**src/hw/mfr_consts.svh**
```systemverilog
// Purpose: named offsets, fields, reset values and timing for the frame register block
// Assumes: byte addressing on the register bus, 32-bit data
// Notes:   definitions only
`ifndef MFR_CONSTS_SVH
`define MFR_CONSTS_SVH

// ==========================================================================
// register offsets
`define MFR_OFS_FRAME      5'h00
`define MFR_OFS_CONFIG     5'h04
`define MFR_OFS_STATUS     5'h08
`define MFR_OFS_INT_STAT   5'h0C
`define MFR_OFS_INT_MASK   5'h10

// ==========================================================================
// frame fields
`define MFR_BIT_MUST_ZERO  31
`define MFR_BIT_CLAUSE     30
`define MFR_KIND_HI        29
`define MFR_KIND_LO        28
`define MFR_PHY_HI         27
`define MFR_PHY_LO         23
`define MFR_REG_HI         22
`define MFR_REG_LO         18
`define MFR_TA_HI          17
`define MFR_TA_LO          16
`define MFR_KIND_WRITE     2'h1
`define MFR_KIND_READ      2'h2
`define MFR_TA_CODE        2'h2
`define MFR_FRAME_RESET    32'h0000_0000

// ==========================================================================
// config, status and interrupt fields
`define MFR_CFG_DIV_HI     18
`define MFR_CFG_DIV_LO     16
`define MFR_CFG_RESET      32'h0002_0000
`define MFR_STAT_IDLE_BIT  2
`define MFR_INT_DONE_BIT   0
`define MFR_INT_RESET      32'h0000_0000

// ==========================================================================
// frame timing
`define MFR_FRAME_BITS     6'h20
`define MFR_PREAMBLE_BITS  6'h20
`define MFR_READ_DRIVE     6'h0E
`define MFR_MCLK_HZ        10000000
`define MFR_MDC_MAX_HZ     2500000

// master clock divisors per ratio code
`define MFR_DIV0           8'h08
`define MFR_DIV1           8'h10
`define MFR_DIV2           8'h20
`define MFR_DIV3           8'h30
`define MFR_DIV4           8'h40
`define MFR_DIV5           8'h60
`define MFR_DIV6           8'h80
`define MFR_DIV7           8'hE0

`endif

```
**src/hw/mfr_pkg.sv**
```systemverilog
// Purpose: types shared by the frame register block
// Assumes: nothing
// Notes:   constants live in mfr_consts.svh
package mfr_pkg;
   typedef enum logic [1:0] {
      MFR_IDLE,
      MFR_PREAMBLE,
      MFR_SHIFT
   } mfr_state_t;
endpackage

```
**src/hw/mfr_mdc_gen.sv**
```systemverilog
// Purpose: divides the master clock down to the management clock
// Assumes: divisors are even
// Notes:   ticks are registered and mark each edge of the divided clock
`timescale 1ns/1ps
`include "mfr_consts.svh"

module mfr_mdc_gen import mfr_pkg::*; #(
   parameter int CNT_W = 8
) (
   // clock and reset
   input  wire logic             mclk,
   input  wire logic             reset,
   // control
   input  wire logic             run,
   input  wire logic [2:0]       ratioSel,
   // divided clock
   output logic                  mdcLevel,
   output logic                  riseTick,
   output logic                  fallTick
);

   // refuse a counter too narrow for the largest divisor
   if (CNT_W < 8) begin : g_cnt_check
      $error("mfr_mdc_gen: CNT_W too small for divisors");
   end

   logic [CNT_W-1:0] cnt_reg, cnt_next;
   logic             lvl_reg, lvl_next;
   logic             rise_reg, rise_next;
   logic             fall_reg, fall_next;
   logic [7:0]       divisor;

   // ==========================================================================
   // divider
   always_comb begin
      case (ratioSel)
         3'h0:    divisor = `MFR_DIV0;
         3'h1:    divisor = `MFR_DIV1;
         3'h2:    divisor = `MFR_DIV2;
         3'h3:    divisor = `MFR_DIV3;
         3'h4:    divisor = `MFR_DIV4;
         3'h5:    divisor = `MFR_DIV5;
         3'h6:    divisor = `MFR_DIV6;
         default: divisor = `MFR_DIV7;
      endcase
      cnt_next  = cnt_reg;
      lvl_next  = lvl_reg;
      rise_next = 1'b0;
      fall_next = 1'b0;
      if (!run) begin
         cnt_next = '0;
         lvl_next = 1'b0;
      end else if (cnt_reg == CNT_W'(divisor[7:1] - 7'h01)) begin // [RL10]
         cnt_next  = '0;
         lvl_next  = !lvl_reg;
         rise_next = !lvl_reg;
         fall_next = lvl_reg;
      end else begin
         cnt_next = cnt_reg + CNT_W'(1);
      end
   end

   always_ff @(posedge mclk) begin
      if (reset) begin
         cnt_reg  <= '0;
         lvl_reg  <= 1'b0;
         rise_reg <= 1'b0;
         fall_reg <= 1'b0;
      end else begin
         cnt_reg  <= cnt_next;
         lvl_reg  <= lvl_next;
         rise_reg <= rise_next;
         fall_reg <= fall_next;
      end
   end

   assign mdcLevel = lvl_reg;
   assign riseTick = rise_reg;
   assign fallTick = fall_reg;

endmodule // mfr_mdc_gen

```
**src/hw/mfr_mdio_frame_register.sv**
```systemverilog
// Purpose: management frame register that shifts a frame out on the data pin
// Assumes: Avalon-MM slave with waitrequest, single clock, synchronous reset
// Notes:   frame is preceded by a preamble of ones; register is the shift register
//
// Function
// (RL1) Software keeps the top bit of the frame register zero.
// (RL2) Bit 30 picks clause 45 framing when zero and clause 22 when one.
// (RL3) Bits 29:28 hold 01 for a write and 10 for a read, other codes reserved.
// (RL4) Bits 27:23 carry the address of the attached PHY.
// (RL5) Bits 22:18 carry the register index inside that PHY.
// (RL6) Software loads the turnaround bits 17:16 with 10.
// (RL7) A frame register write starts a shift, and its end sets status bit 2 and an interrupt.
// (RL8) The top bit goes out and the bottom bit comes in once per management clock cycle.
// (RL9) Reads mid-shift show the shift register, which ends restored with read data captured.
// (RL10) The management clock is the master clock divided by a three-bit ratio field.
//
// Added by the designer: the Avalon-MM register port and the register offsets.
`timescale 1ns/1ps
`include "mfr_consts.svh"

module mfr_mdio_frame_register import mfr_pkg::*; (
   // clock and reset
   input  wire logic             mclk,
   input  wire logic             reset,
   // register bus
   input  wire logic [4:0]       avsAddress,
   input  wire logic             avsRead,
   input  wire logic             avsWrite,
   input  wire logic [31:0]      avsWritedata,
   input  wire logic [3:0]       avsByteenable,
   output logic [31:0]           avsReaddata,
   output logic                  avsWaitrequest,
   // management pins
   output logic                  mdc,
   input  wire logic             mdioIn,
   output logic                  mdioOut,
   output logic                  mdioOe,
   // interrupt
   output logic                  irq
);

   mfr_state_t  state_reg, state_next;
   logic [31:0] frame_reg, frame_next;
   logic [31:0] cfg_reg, cfg_next;
   logic [31:0] intStat_reg, intStat_next;
   logic [31:0] intMask_reg, intMask_next;
   logic [31:0] rdata_reg, rdata_next;
   logic        wait_reg, wait_next;
   logic [5:0]  bitCnt_reg, bitCnt_next;
   logic        sample_reg, sample_next;
   logic        out_reg, out_next;
   logic        oe_reg, oe_next;
   logic        mdc_reg;
   logic        irq_reg, irq_next;
   logic        mdcLevel, riseTick, fallTick;
   logic        readOp_reg, readOp_next;
   logic        wrTaken, doneEvt;
   logic [31:0] readMux;
   wire  [31:0] beMask;

   // ==========================================================================
   // management clock
   mfr_mdc_gen #(.CNT_W(8)) mdcGen (
      .mclk     (mclk),
      .reset    (reset),
      .run      (state_reg != MFR_IDLE),
      .ratioSel (cfg_reg[`MFR_CFG_DIV_HI:`MFR_CFG_DIV_LO]),
      .mdcLevel (mdcLevel),
      .riseTick (riseTick),
      .fallTick (fallTick)
   );

   // ==========================================================================
   // byte lane masks
   for (genvar lane = 0; lane < 4; lane++) begin : g_lane
      assign beMask[lane*8 +: 8] = {8{avsByteenable[lane]}};
   end

   // ==========================================================================
   // bus slave: one wait cycle, then one ready cycle
   always_comb begin
      wrTaken = avsWrite && !wait_reg;
      case (avsAddress)
         `MFR_OFS_FRAME:    readMux = frame_reg; // [RL9]
         `MFR_OFS_CONFIG:   readMux = cfg_reg;
         `MFR_OFS_STATUS:   readMux = 32'(state_reg == MFR_IDLE) << `MFR_STAT_IDLE_BIT; // [RL7]
         `MFR_OFS_INT_STAT: readMux = intStat_reg;
         `MFR_OFS_INT_MASK: readMux = intMask_reg;
         default:           readMux = 32'h0000_0000;
      endcase
      wait_next  = !((avsRead || avsWrite) && wait_reg);
      rdata_next = (avsRead && wait_reg) ? readMux : rdata_reg;
      cfg_next   = cfg_reg;
      intMask_next = intMask_reg;
      if (wrTaken && avsAddress == `MFR_OFS_CONFIG) begin
         cfg_next = (cfg_reg & ~beMask) | (avsWritedata & beMask);
      end
      if (wrTaken && avsAddress == `MFR_OFS_INT_MASK) begin
         intMask_next = (intMask_reg & ~beMask) | (avsWritedata & beMask);
      end
   end

   always_ff @(posedge mclk) begin
      if (reset) begin
         cfg_reg     <= `MFR_CFG_RESET;
         intMask_reg <= `MFR_INT_RESET;
         rdata_reg   <= 32'h0000_0000;
         wait_reg    <= 1'b1;
      end else begin
         cfg_reg     <= cfg_next;
         intMask_reg <= intMask_next;
         rdata_reg   <= rdata_next;
         wait_reg    <= wait_next;
      end
   end

   // ==========================================================================
   // frame shifter
   always_comb begin
      state_next  = state_reg;
      frame_next  = frame_reg;
      bitCnt_next = bitCnt_reg;
      sample_next = sample_reg;
      out_next    = out_reg;
      oe_next     = oe_reg;
      doneEvt     = 1'b0;
      readOp_next = readOp_reg;
      case (state_reg)
         MFR_IDLE: begin
            if (wrTaken && avsAddress == `MFR_OFS_FRAME) begin // [RL7]
               frame_next  = (frame_reg & ~beMask) | (avsWritedata & beMask);
               // kind is latched: the kind bits rotate away during the shift
               readOp_next = frame_next[`MFR_KIND_HI:`MFR_KIND_LO] == `MFR_KIND_READ; // [RL3]
               state_next  = MFR_PREAMBLE;
               bitCnt_next = '0;
               out_next    = 1'b1;
               oe_next     = 1'b1;
            end
         end
         MFR_PREAMBLE: begin
            if (fallTick) begin
               bitCnt_next = bitCnt_reg + 6'h01;
               if (bitCnt_reg == `MFR_PREAMBLE_BITS - 6'h01) begin
                  state_next  = MFR_SHIFT;
                  bitCnt_next = '0;
                  out_next    = frame_reg[31]; // [RL8]
               end
            end
         end
         MFR_SHIFT: begin
            if (riseTick) begin
               sample_next = oe_reg ? frame_reg[31] : mdioIn; // [RL8] [RL9]
            end
            if (fallTick) begin
               // clause, kind, port and index bits all leave in place order
               frame_next  = {frame_reg[30:0], sample_reg}; // [RL2] [RL4] [RL5] [RL8]
               bitCnt_next = bitCnt_reg + 6'h01;
               out_next    = frame_reg[30];
               oe_next     = !readOp_reg || (bitCnt_reg + 6'h01 < `MFR_READ_DRIVE);
               if (bitCnt_reg == `MFR_FRAME_BITS - 6'h01) begin
                  state_next  = MFR_IDLE;
                  bitCnt_next = '0;
                  out_next    = 1'b0;
                  oe_next     = 1'b0;
                  doneEvt     = 1'b1; // [RL7]
               end
            end
         end
         default: begin
            state_next = MFR_IDLE;
            oe_next    = 1'b0;
         end
      endcase
   end

   always_ff @(posedge mclk) begin
      if (reset) begin
         state_reg   <= MFR_IDLE;
         frame_reg   <= `MFR_FRAME_RESET;
         readOp_reg  <= 1'b0;
         bitCnt_reg  <= '0;
         sample_reg  <= 1'b0;
         out_reg     <= 1'b0;
         oe_reg      <= 1'b0;
         mdc_reg     <= 1'b0;
      end else begin
         state_reg   <= state_next;
         frame_reg   <= frame_next;
         readOp_reg  <= readOp_next;
         bitCnt_reg  <= bitCnt_next;
         sample_reg  <= sample_next;
         out_reg     <= out_next;
         oe_reg      <= oe_next;
         mdc_reg     <= mdcLevel; // [RL10]
      end
   end

   // ==========================================================================
   // interrupt status and line
   always_comb begin
      // set wins over a same-cycle write-one clear
      intStat_next = intStat_reg;
      if (wrTaken && avsAddress == `MFR_OFS_INT_STAT) begin
         intStat_next = intStat_reg & ~(avsWritedata & beMask);
      end
      if (doneEvt) begin
         intStat_next[`MFR_INT_DONE_BIT] = 1'b1; // [RL7]
      end
      // line follows status and mask at the same edge
      irq_next = |(intStat_next & intMask_next);
   end

   always_ff @(posedge mclk) begin
      if (reset) begin
         intStat_reg <= `MFR_INT_RESET;
         irq_reg     <= 1'b0;
      end else begin
         intStat_reg <= intStat_next;
         irq_reg     <= irq_next;
      end
   end

   assign avsReaddata    = rdata_reg;
   assign avsWaitrequest = wait_reg;
   assign mdc            = mdc_reg;
   assign mdioOut        = out_reg;
   assign mdioOe         = oe_reg;
   assign irq            = irq_reg;

endmodule // mfr_mdio_frame_register

```
**config.mk**
```make
export PLATFORM = sky130hd
export DESIGN_NAME = mfr_mdio_frame_register
export DESIGN_NICKNAME = d
export VERILOG_FILES = /design/src/hw/mfr_pkg.sv /design/src/hw/mfr_mdc_gen.sv /design/src/hw/mfr_mdio_frame_register.sv
export VERILOG_INCLUDE_DIRS = /design/src /design/src/hw
export SDC_FILE = /design/constraint.sdc
export NUM_CORES = 1
export LEC_CHECK = 0
export BUFFER_PORTS_ARGS = -buffer_cell sky130_fd_sc_hd__buf_2
export CAP_MARGIN = 15
export CORE_ASPECT_RATIO = 0.75
export CORE_MARGIN = 8
export CORE_UTILIZATION = 35
export CTS_CLUSTER_SIZE = 12
export DETAILED_ROUTE_END_ITERATION = 6
export PLACE_DENSITY = 0.54
export SETUP_SLACK_MARGIN = 0.1
export SLEW_MARGIN = 30
export SYNTH_ARGS = -nofsm -noshare
export SYNTH_HDL_FRONTEND = slang
export SYNTH_SLANG_ARGS = --single-unit
```
**constraint.sdc**
```tcl
create_clock -name mclk -period 3.1 [get_ports mclk]
set_clock_uncertainty 0.2 [all_clocks]
set_input_delay 0.31 -clock mclk [delete_from_list [all_inputs] [get_ports mclk]]
set_output_delay 0.31 -clock mclk [all_outputs]
set_load 0.05 [all_outputs]
```
# After elaboration in Yosys (flattened, before gate mapping)
# Cells that the tools add are included.
dict set report word_totals {
  ff_bits 186
  latchBits 0
  ram_bits 0
  romBits 0
  in_bits 46
  out_inout_bits 37
  word_cells 120
  n_memories 0
}
dict set report op_classes {
  n_addsub 3
  multipliers 0
  div_mod_pow 0
  magnitude_cmp 1
  n_eq_ne 21
  n_shift 0
  n_mux 31
  bitwise_logic 14
  reduce_logical 32
}
# op count
set op_table {}
lappend op_table {{bitwise AND 32 bit} 6}
lappend op_table {{case mux 32 bit (5 select lines)} 1}
lappend op_table {{2-to-1 mux 32 bit} 4}
lappend op_table {{bitwise OR 32 bit} 3}
lappend op_table {{inverter 32 bit} 2}
lappend op_table {{case mux 32 bit (2 select lines)} 1}
lappend op_table {{case mux 8 bit (7 select lines)} 1}
lappend op_table {{OR reduction 32 bit} 1}
lappend op_table {{2-to-1 mux 6 bit} 3}
lappend op_table {{2-to-1 mux 1 bit} 12}
lappend op_table {{case mux 6 bit (2 select lines)} 1}
lappend op_table {{equality test 5 x 4 -> 1 bit, second input constant} 2}
lappend op_table {{2-to-1 mux 2 bit} 5}
lappend op_table {{AND reduction 5 bit} 2}
lappend op_table {{equality test 3 bit, second input constant} 3}
lappend op_table {{AND reduction 3 bit} 3}
lappend op_table {{adder 8 x 1 -> 8 bit, second input constant} 1}
lappend op_table {{equality test 8 bit} 1}
lappend op_table {{!= test 2 x 1 -> 1 bit, second input constant} 4}
lappend op_table {{subtractor 7 x 1 -> 8 bit, second input constant} 1}
lappend op_table {{logical AND 1 bit} 7}
lappend op_table {{adder 6 x 1 -> 6 bit, second input constant} 1}
lappend op_table {{equality test 3 x 2 -> 1 bit, second input constant} 2}
lappend op_table {{equality test 6 x 5 -> 1 bit, second input constant} 1}
lappend op_table {{other kinds (20)} 34}

# Logic depth before layout (Yosys ltp)
# Gate-level depths: netlist of run 1.
dict set report logic_depth {
  depth_word 7
  ltp_mapped 11
  ltp_nobuf 9
}

# Hierarchy
# A second synthesis of run 1 with hierarchy kept.
dict set report hier_totals {
  cells_unflattened 1076
  hier_area_um2 8897.3
}
# mod n_inst cells_per_inst area_each_um2
set by_module_without_submodules {}
lappend by_module_without_submodules {mfr_mdio_frame_register 1 1020 8371.8}
lappend by_module_without_submodules {mfr_mdc_gen 1 56 525.5}

# Worst setup path after synthesis of run 1
# OpenSTA, ideal clock, no wires.
dict set report synth_timing {
  kind {register to register}
  start {register with a tool-made name}
  end {register mdcGen.lvl_reg, in the netlist mdcGen.mdcLevel}
  setup_time_ps 119
  arrival_ps 2211
  required_ps 2781
  slack_ps 570
  stages_incl_launch_ff 10
  n_path_buf 2
  cell_sequence {dfxtp_1 -> buf_2 -> or3_1 -> ha_1 -> xnor2_1 -> a2111o_1 -> a2111oi_0 -> nand2b_1 -> buf_2 -> o21bai_1}
}
# item line_no
set synth_rtl {}
lappend synth_rtl {{end signal, assigned} mfr_mdc_gen.sv:71} ;# lvl_reg <= lvl_next;
lappend synth_rtl {{end, declared} mfr_mdc_gen.sv:28} ;# logic lvl_reg, lvl_next;

==> qor.csv, run 1 <==
metric,value,unit
final hold vios,0,
nets,1139,
Synth area leaders,"dfxtp_1, mux2i_1, a21oi_1",
unrepaired setup endpoints after global routing,no,
Synth Area in Compound Gates,24.4,%
Least-Margin Pin Slew,0.686,ns
H-tree depth,4,
number of distinct library cells after synthesis,55,
RR Endpoint,mdcGen.mdcLevel$_SDFFE_PP0N_,
outcome,"complete, no violations",
width of the chip,198,µm
critical path's slowest cell,a2111oi_1,
worst endpoint required time,3.22,ns
total gr overflow,0,
synthesized area,8660,µm²
worst hold start,avsWritedata[7],
sequential-to-total area share from yosys stat,43.0,%
crit path max fanout,9,
"Cell Chain, Critical Path",or3_1 > ha_1 > xnor2_1 > a2111o_1 > a2111oi_1 > nand2b_1 > o21bai_1,
kind of critical path,flop to flop,
Fmax,0.355,GHz
Ys Warns,0,
MaxCap Viol Count,0,
DRT antenna net count,0,
port buffer count,82,
layout cell share with drive strength beyond 1,13.9,%
Util after Layout,41.9,%
reg2reg setup slack,0.28,ns
hold slack,0.0138,ns
largest family of logic cells by synthesized area,compound AO/OA/AOI/OAI gates,
#FFs+latches synth,186,
area fraction of the dominant cell type after synthesis,43.0,%
postcts setup bufs,0,
Synth Flop Type,dfxtp_1,
endpoints failing setup,0,
vias in the first global route,7485,
CTS Root Cell,clkbuf_16,
drt first-iter violations,642,
n_diodes,0,
first-pass GRT wire length,43600,µm
Synth async-reset ratio,0,%
clock slew at reported path FFs,0.07,ns
fin crit share,91.0,%
CP Launch Type,flop,
number of synthesized flops with an enable pin,0,
cell area power density,481,nW/µm²
DIE HEIGHT,152,µm
P&R area growth vs syn,19.4,%
vias,7837,
crit path DAT,2.93,ns
largest net degree at the start of global routing,74,
Clock Path Buffers,2,
clk_lat worst skew,0.44,ns
"slowest stage delay, CP",0.50,ns
crit end category,flop,
Synth top cells by count,"dfxtp_1, a21oi_1, nor2_1",
Synth area leader,dfxtp_1,
DRC violations left,0,
CTS tree,built,
CORE AREA,24600,µm²
Final Power,4.97,mW
top-count cell post-synth,dfxtp_1,
wire per inst,18.9,µm
min-delay worst type,input port to flop,
static leakage,3.96,nW
peak supply drop,0.385,mV
"Largest delay share family, worst path",compound AO/OA/AOI/OAI gates,
initial antenna violation count,0,
Die ar.,30100,µm²
worst hold path depth,3,
Syn Inst Count,1005,
Starting Density,35.1,%
dpl hpwl,18400,µm
Num CTS Buffers,17,
vias per cell,5.46,
routability cong.,0.804,
gr usage total,18.0,%
Syn Nets,1058,
Post-Synth Adder-Cell Area,1.01,%
Rows,50,
"wirelength, routed",27200,µm
mean area per synthesized cell,8.61,µm²
I/O pin cnt,83,
Post-Synth Simple-Gate Area,16.5,%
post-synthesis xor/xnor area fraction,1.32,%
WP buf/inv,0,
FF-to-FF path depth,7,
post-synthesis mux area share,7.89,%
minimum clock period after layout,2.82,ns
final-report max-slew violation count,0,
Clock Sinks,186,
DR pass1 iterations,5,
Slew headroom,54.2,%
setup_tns,0,ns
## report_power, final
part,leakage (nW),switching (mW),internal (mW)
Clock,0.279,0.995,1.27
Sequential,1.50,0.00424,2.39
Combinational,2.18,0.191,0.111
## logic make-up (layout without fill, tap and decap cells)
group | count (synthesis) | count (layout)
AO/OA/AOI/OAI | 314 | 314
XOR/XNOR | 13 | 13
flip-flops | 186 | 186
buffers and inverters | 125 | 218
AND/OR/NAND/NOR | 292 | 292
multiplexers | 68 | 68
adder cells (fa/ha/maj) | 7 | 7
## final cells by class
| class | count | area (µm²) |
|---|---|---|
| tap | 338 | 423 |
| clock inverter | 13 | 169 |
| sequential | 186 | 3720 |
| clock buffer | 18 | 429 |
| inverter | 48 | 180 |
| multi-input combinational | 694 | 4440 |
| timing repair buffer | 139 | 968 |
| fill | 2506 | 14300 |
## per-layer routing
layer  vias to the layer above  GRT usage (%)  share of wire [%]
met3                        17           3.20                5.2
met5                         -              0                  0
li1                       3815              -                  -
met4                         0           4.26               0.97
met1                      3791           27.2                 51
met2                       214           25.9                 43
## through the flow
step | setup slack [ns] | std cells | cell area (µm²)
final | 0.280 | 1436 | 10300
after global routing | 0.141 | 1436 | 10300
after CTS | 0.206 | 1436 | 10300
after detailed placement | 0.246 | 1374 | 9430
after global placement | 0.354 | 1374 | 9430
after floorplan | 0.570 | 1005 | 8660
## what timing repair did
action / CTS / global route
hold endpoints to repair: 53 / 0
resized for setup: 0 / 1
hold buffers: 31 / 0
endpoints found under the setup margin: 0 / 9
## how the worst max path moves through the flow
stage                     start                           end  depth (start not counted)
final                      flop  mdcGen.mdcLevel$_SDFFE_PP0N_                          7
after global routing       flop  mdcGen.cnt_reg[7]$_SDFF_PP0_                          8
after CTS                  flop  mdcGen.cnt_reg[3]$_SDFF_PP0_                          7
after detailed placement   flop  mdcGen.mdcLevel$_SDFFE_PP0N_                          7
after global placement     flop  mdcGen.mdcLevel$_SDFFE_PP0N_                          7
after floorplan            flop  mdcGen.mdcLevel$_SDFFE_PP0N_                          9
## worst register-to-register path: stages, from the launching register on
cell       delay (ns)
dfxtp_1          0.39
or3_1            0.40
ha_1             0.32
xnor2_1          0.12
a2111o_1         0.28
a2111oi_1        0.50
nand2b_1         0.39
o21bai_1         0.10
## cells in the final DEF, fill, tap and decap left out, types with 32 or more instances in the layout
cell type    n
buf_2       81
a22oi_1     65
a21o_1      32
mux2i_1     66
inv_1       48
a21oi_1    118
a221oi_1    33
nor3b_1     34
dfxtp_1    186
nand2_1     70
nor2_1     115
Power figures use the tool's default switching activity.
==> inputs of run 2 (changes only) <==
Settings changed: PLACE_DENSITY 0.54 to 0.57.
Clock period 3.1 ns to 2.62 ns, I/O delays scaled along.
==> run 2 against run 1 <==
Effect of this change: sequential share of layout area decreased by 0.91 points; power increased by 18%; largest cell class unchanged; die area unchanged; clock power increased by 16%; largest power group unchanged; non-clock buffer count increased by 26; critical endpoint unchanged; register-to-register slack got worse by 0.08 ns; sequential power increased by 18%.
==> qor.csv, run 2 (synthesis results as in run 1) <==
metric,value,unit,change
worst endpoint required time,2.75,ns,was 3.22 ns
width of the chip,198,µm,unchanged
"Largest delay share family, worst path",compound AO/OA/AOI/OAI gates,,unchanged
Num CTS Buffers,17,,unchanged
most frequent cells in the layout,"dfxtp_1, a21oi_1, nor2_1",,unchanged
worst hold path depth,2,,was 3
vias,7991,,was 7837
"wirelength, routed",27900,µm,was 27200 µm
crit path DAT,2.55,ns,was 2.93 ns
P&R area growth vs syn,22.5,%,was 19.4%
port buffer count,82,,unchanged
unrepaired setup endpoints after global routing,yes,,was no
static leakage,4.12,nW,was 3.96 nW
H-tree depth,4,,unchanged
"most common cell after layout, fill and taps aside",dfxtp_1,,unchanged
Crit path depth,7,,unchanged
clk_lat worst skew,0.45,ns,was 0.44 ns
first-pass GRT wire length,44700,µm,was 43600 µm
pre-CTS WS,-0.0285,ns,was 0.246 ns
nets,1166,,was 1139
crit end category,flop,,unchanged
Die ar.,30100,µm²,unchanged
FF-to-FF path depth,7,,unchanged
Least-Margin Pin Slew,0.558,ns,was 0.686 ns
min-delay worst type,input port to flop,,unchanged
crit path max fanout,5,,was 9
CTS Root Cell,clkbuf_16,,unchanged
placed inst area,9620,µm²,was 9430 µm²
Clock Path Buffers,2,,unchanged
DRC violations left,0,,unchanged
WP buf/inv,0,,unchanged
"slowest stage delay, CP",0.38,ns,was 0.50 ns
"Cell Chain, Critical Path",or3_1 > ha_1 > xnor2_1 > a2111o_1 > a2111oi_4 > nand2b_4 > o21bai_1,,was or3_1 > ha_1 > xnor2_1 > a2111o_1 > a2111oi_1 > nand2b_1 > o21bai_1
Util after Layout,43.0,%,was 41.9%
peak supply drop,0.446,mV,was 0.385 mV
final hold vios,0,,unchanged
drt first-iter violations,745,,was 642
vias in the first global route,7669,,was 7485
final-report max-slew violation count,0,,unchanged
worst hold start,reset,,was avsWritedata[7]
largest net degree at the start of global routing,55,,was 74
wire per inst,19.0,µm,was 18.9 µm
layout cell share with drive strength beyond 1,16.3,%,was 13.9%
minimum clock period after layout,2.42,ns,was 2.82 ns
RR Endpoint,mdcGen.mdcLevel$_SDFFE_PP0N_,,unchanged
total gr overflow,0,,unchanged
DRT antenna net count,0,,unchanged
fin crit share,92.4,%,was 91.0%
Slew headroom,62.8,%,was 54.2%
CP Launch Type,flop,,unchanged
gr usage total,18.6,%,was 18.0%
Rows,50,,unchanged
kind of critical path,flop to flop,,unchanged
CP endpoint,mdcGen.mdcLevel$_SDFFE_PP0N_,,unchanged
Final Cell Area,10600,µm²,was 10300 µm²
DIE HEIGHT,152,µm,unchanged
MaxCap Viol Count,0,,unchanged
Starting Density,35.1,%,unchanged
Final Power,5.86,mW,was 4.97 mW
Fmax,0.413,GHz,was 0.355 GHz
reg2reg setup slack,0.20,ns,was 0.28 ns
n_diodes,0,,unchanged
CTS tree,built,,unchanged
dpl hpwl,19300,µm,was 18400 µm
DR pass1 iterations,5,,unchanged
CORE AREA,24600,µm²,unchanged
initial antenna violation count,0,,unchanged
setup_tns,0,ns,unchanged
cell area power density,552,nW/µm²,was 481 nW/µm²
outcome,"complete, no violations",,unchanged
I/O pin cnt,83,,unchanged
fillers,2493,,was 2506
routability cong.,0.803,,was 0.804
setup ws final,0.199,ns,was 0.280 ns
clock slew at reported path FFs,0.07,ns,about the same
critical path's slowest cell,or3_1,,was a2111oi_1
vias per cell,5.46,,about the same
Clock Sinks,186,,unchanged
endpoints failing setup,0,,unchanged
## run 2: changes by cell type in the layout (fill, tap and decap cells not counted), sizes merged, moves of 3 or more
cell / delta
clkinvlp: -4
dlygate4sd3: +3
buf: +23
clkinv: +4
## run 2: final cells by class
class	instances	area, µm²	area share (%)
well taps	338	423	3.99
repair buffers	165	1200	11.3
multi-input cells	695	4500	42.4
flip-flops and latches	186	3720	35.1
clock inverters	13	141	1.33
clock buffers	19	443	4.18
inverters	48	180	1.70
## run 2: what timing repair did
action / in CTS / in global routing
setup buffers: 0 / 0
gates cloned: 0 / 1
hold endpoints to repair: 83 / 0
endpoints found under the setup margin: 9 / 10
hold buffers: 34 / 0
resized for setup: 3 / 5
## run 2: stage by stage
step	hold WS (ns)	instances
6_report	0.0297	1464
5_1_grt	0.0356	1464
4_1_cts	0.0257	1463
3_5_place_dp	0.245	1397
3_3_place_gp	0.238	1397
2_1_floorplan	0.149	1005
## run 2: power by group
group | internal [mW] | total, mW | leakage, nW | switching [mW]
clock | 1.44 | 2.64 | 0.292 | 1.20
combinational | 0.145 | 0.376 | 2.33 | 0.231
sequential | 2.83 | 2.84 | 1.50 | 0.00528
## run 2: how the worst min path moves through the flow
stage,to,slack [ns]
3_3_place_gp,intStat_reg[3]$_SDFF_PP0_,0.24
5_1_grt,avsReaddata[22]$_SDFFE_PP0P_,0.04
6_report,avsReaddata[22]$_SDFFE_PP0P_,0.03
3_5_place_dp,intStat_reg[3]$_SDFF_PP0_,0.25
2_1_floorplan,intStat_reg[2]$_SDFF_PP0_,0.15
4_1_cts,avsReaddata[22]$_SDFFE_PP0P_,0.03
## run 2: layer usage
| layer | GRT usage (%) | up-vias | part of all wire, % |
|---|---|---|---|
| met5 | 0 | - | 0 |
| met4 | 5.22 | 0 | 1.4 |
| met3 | 4.68 | 26 | 6.3 |
| met2 | 26.4 | 241 | 43 |
| met1 | 27.3 | 3853 | 49 |
| li1 | - | 3871 | - |
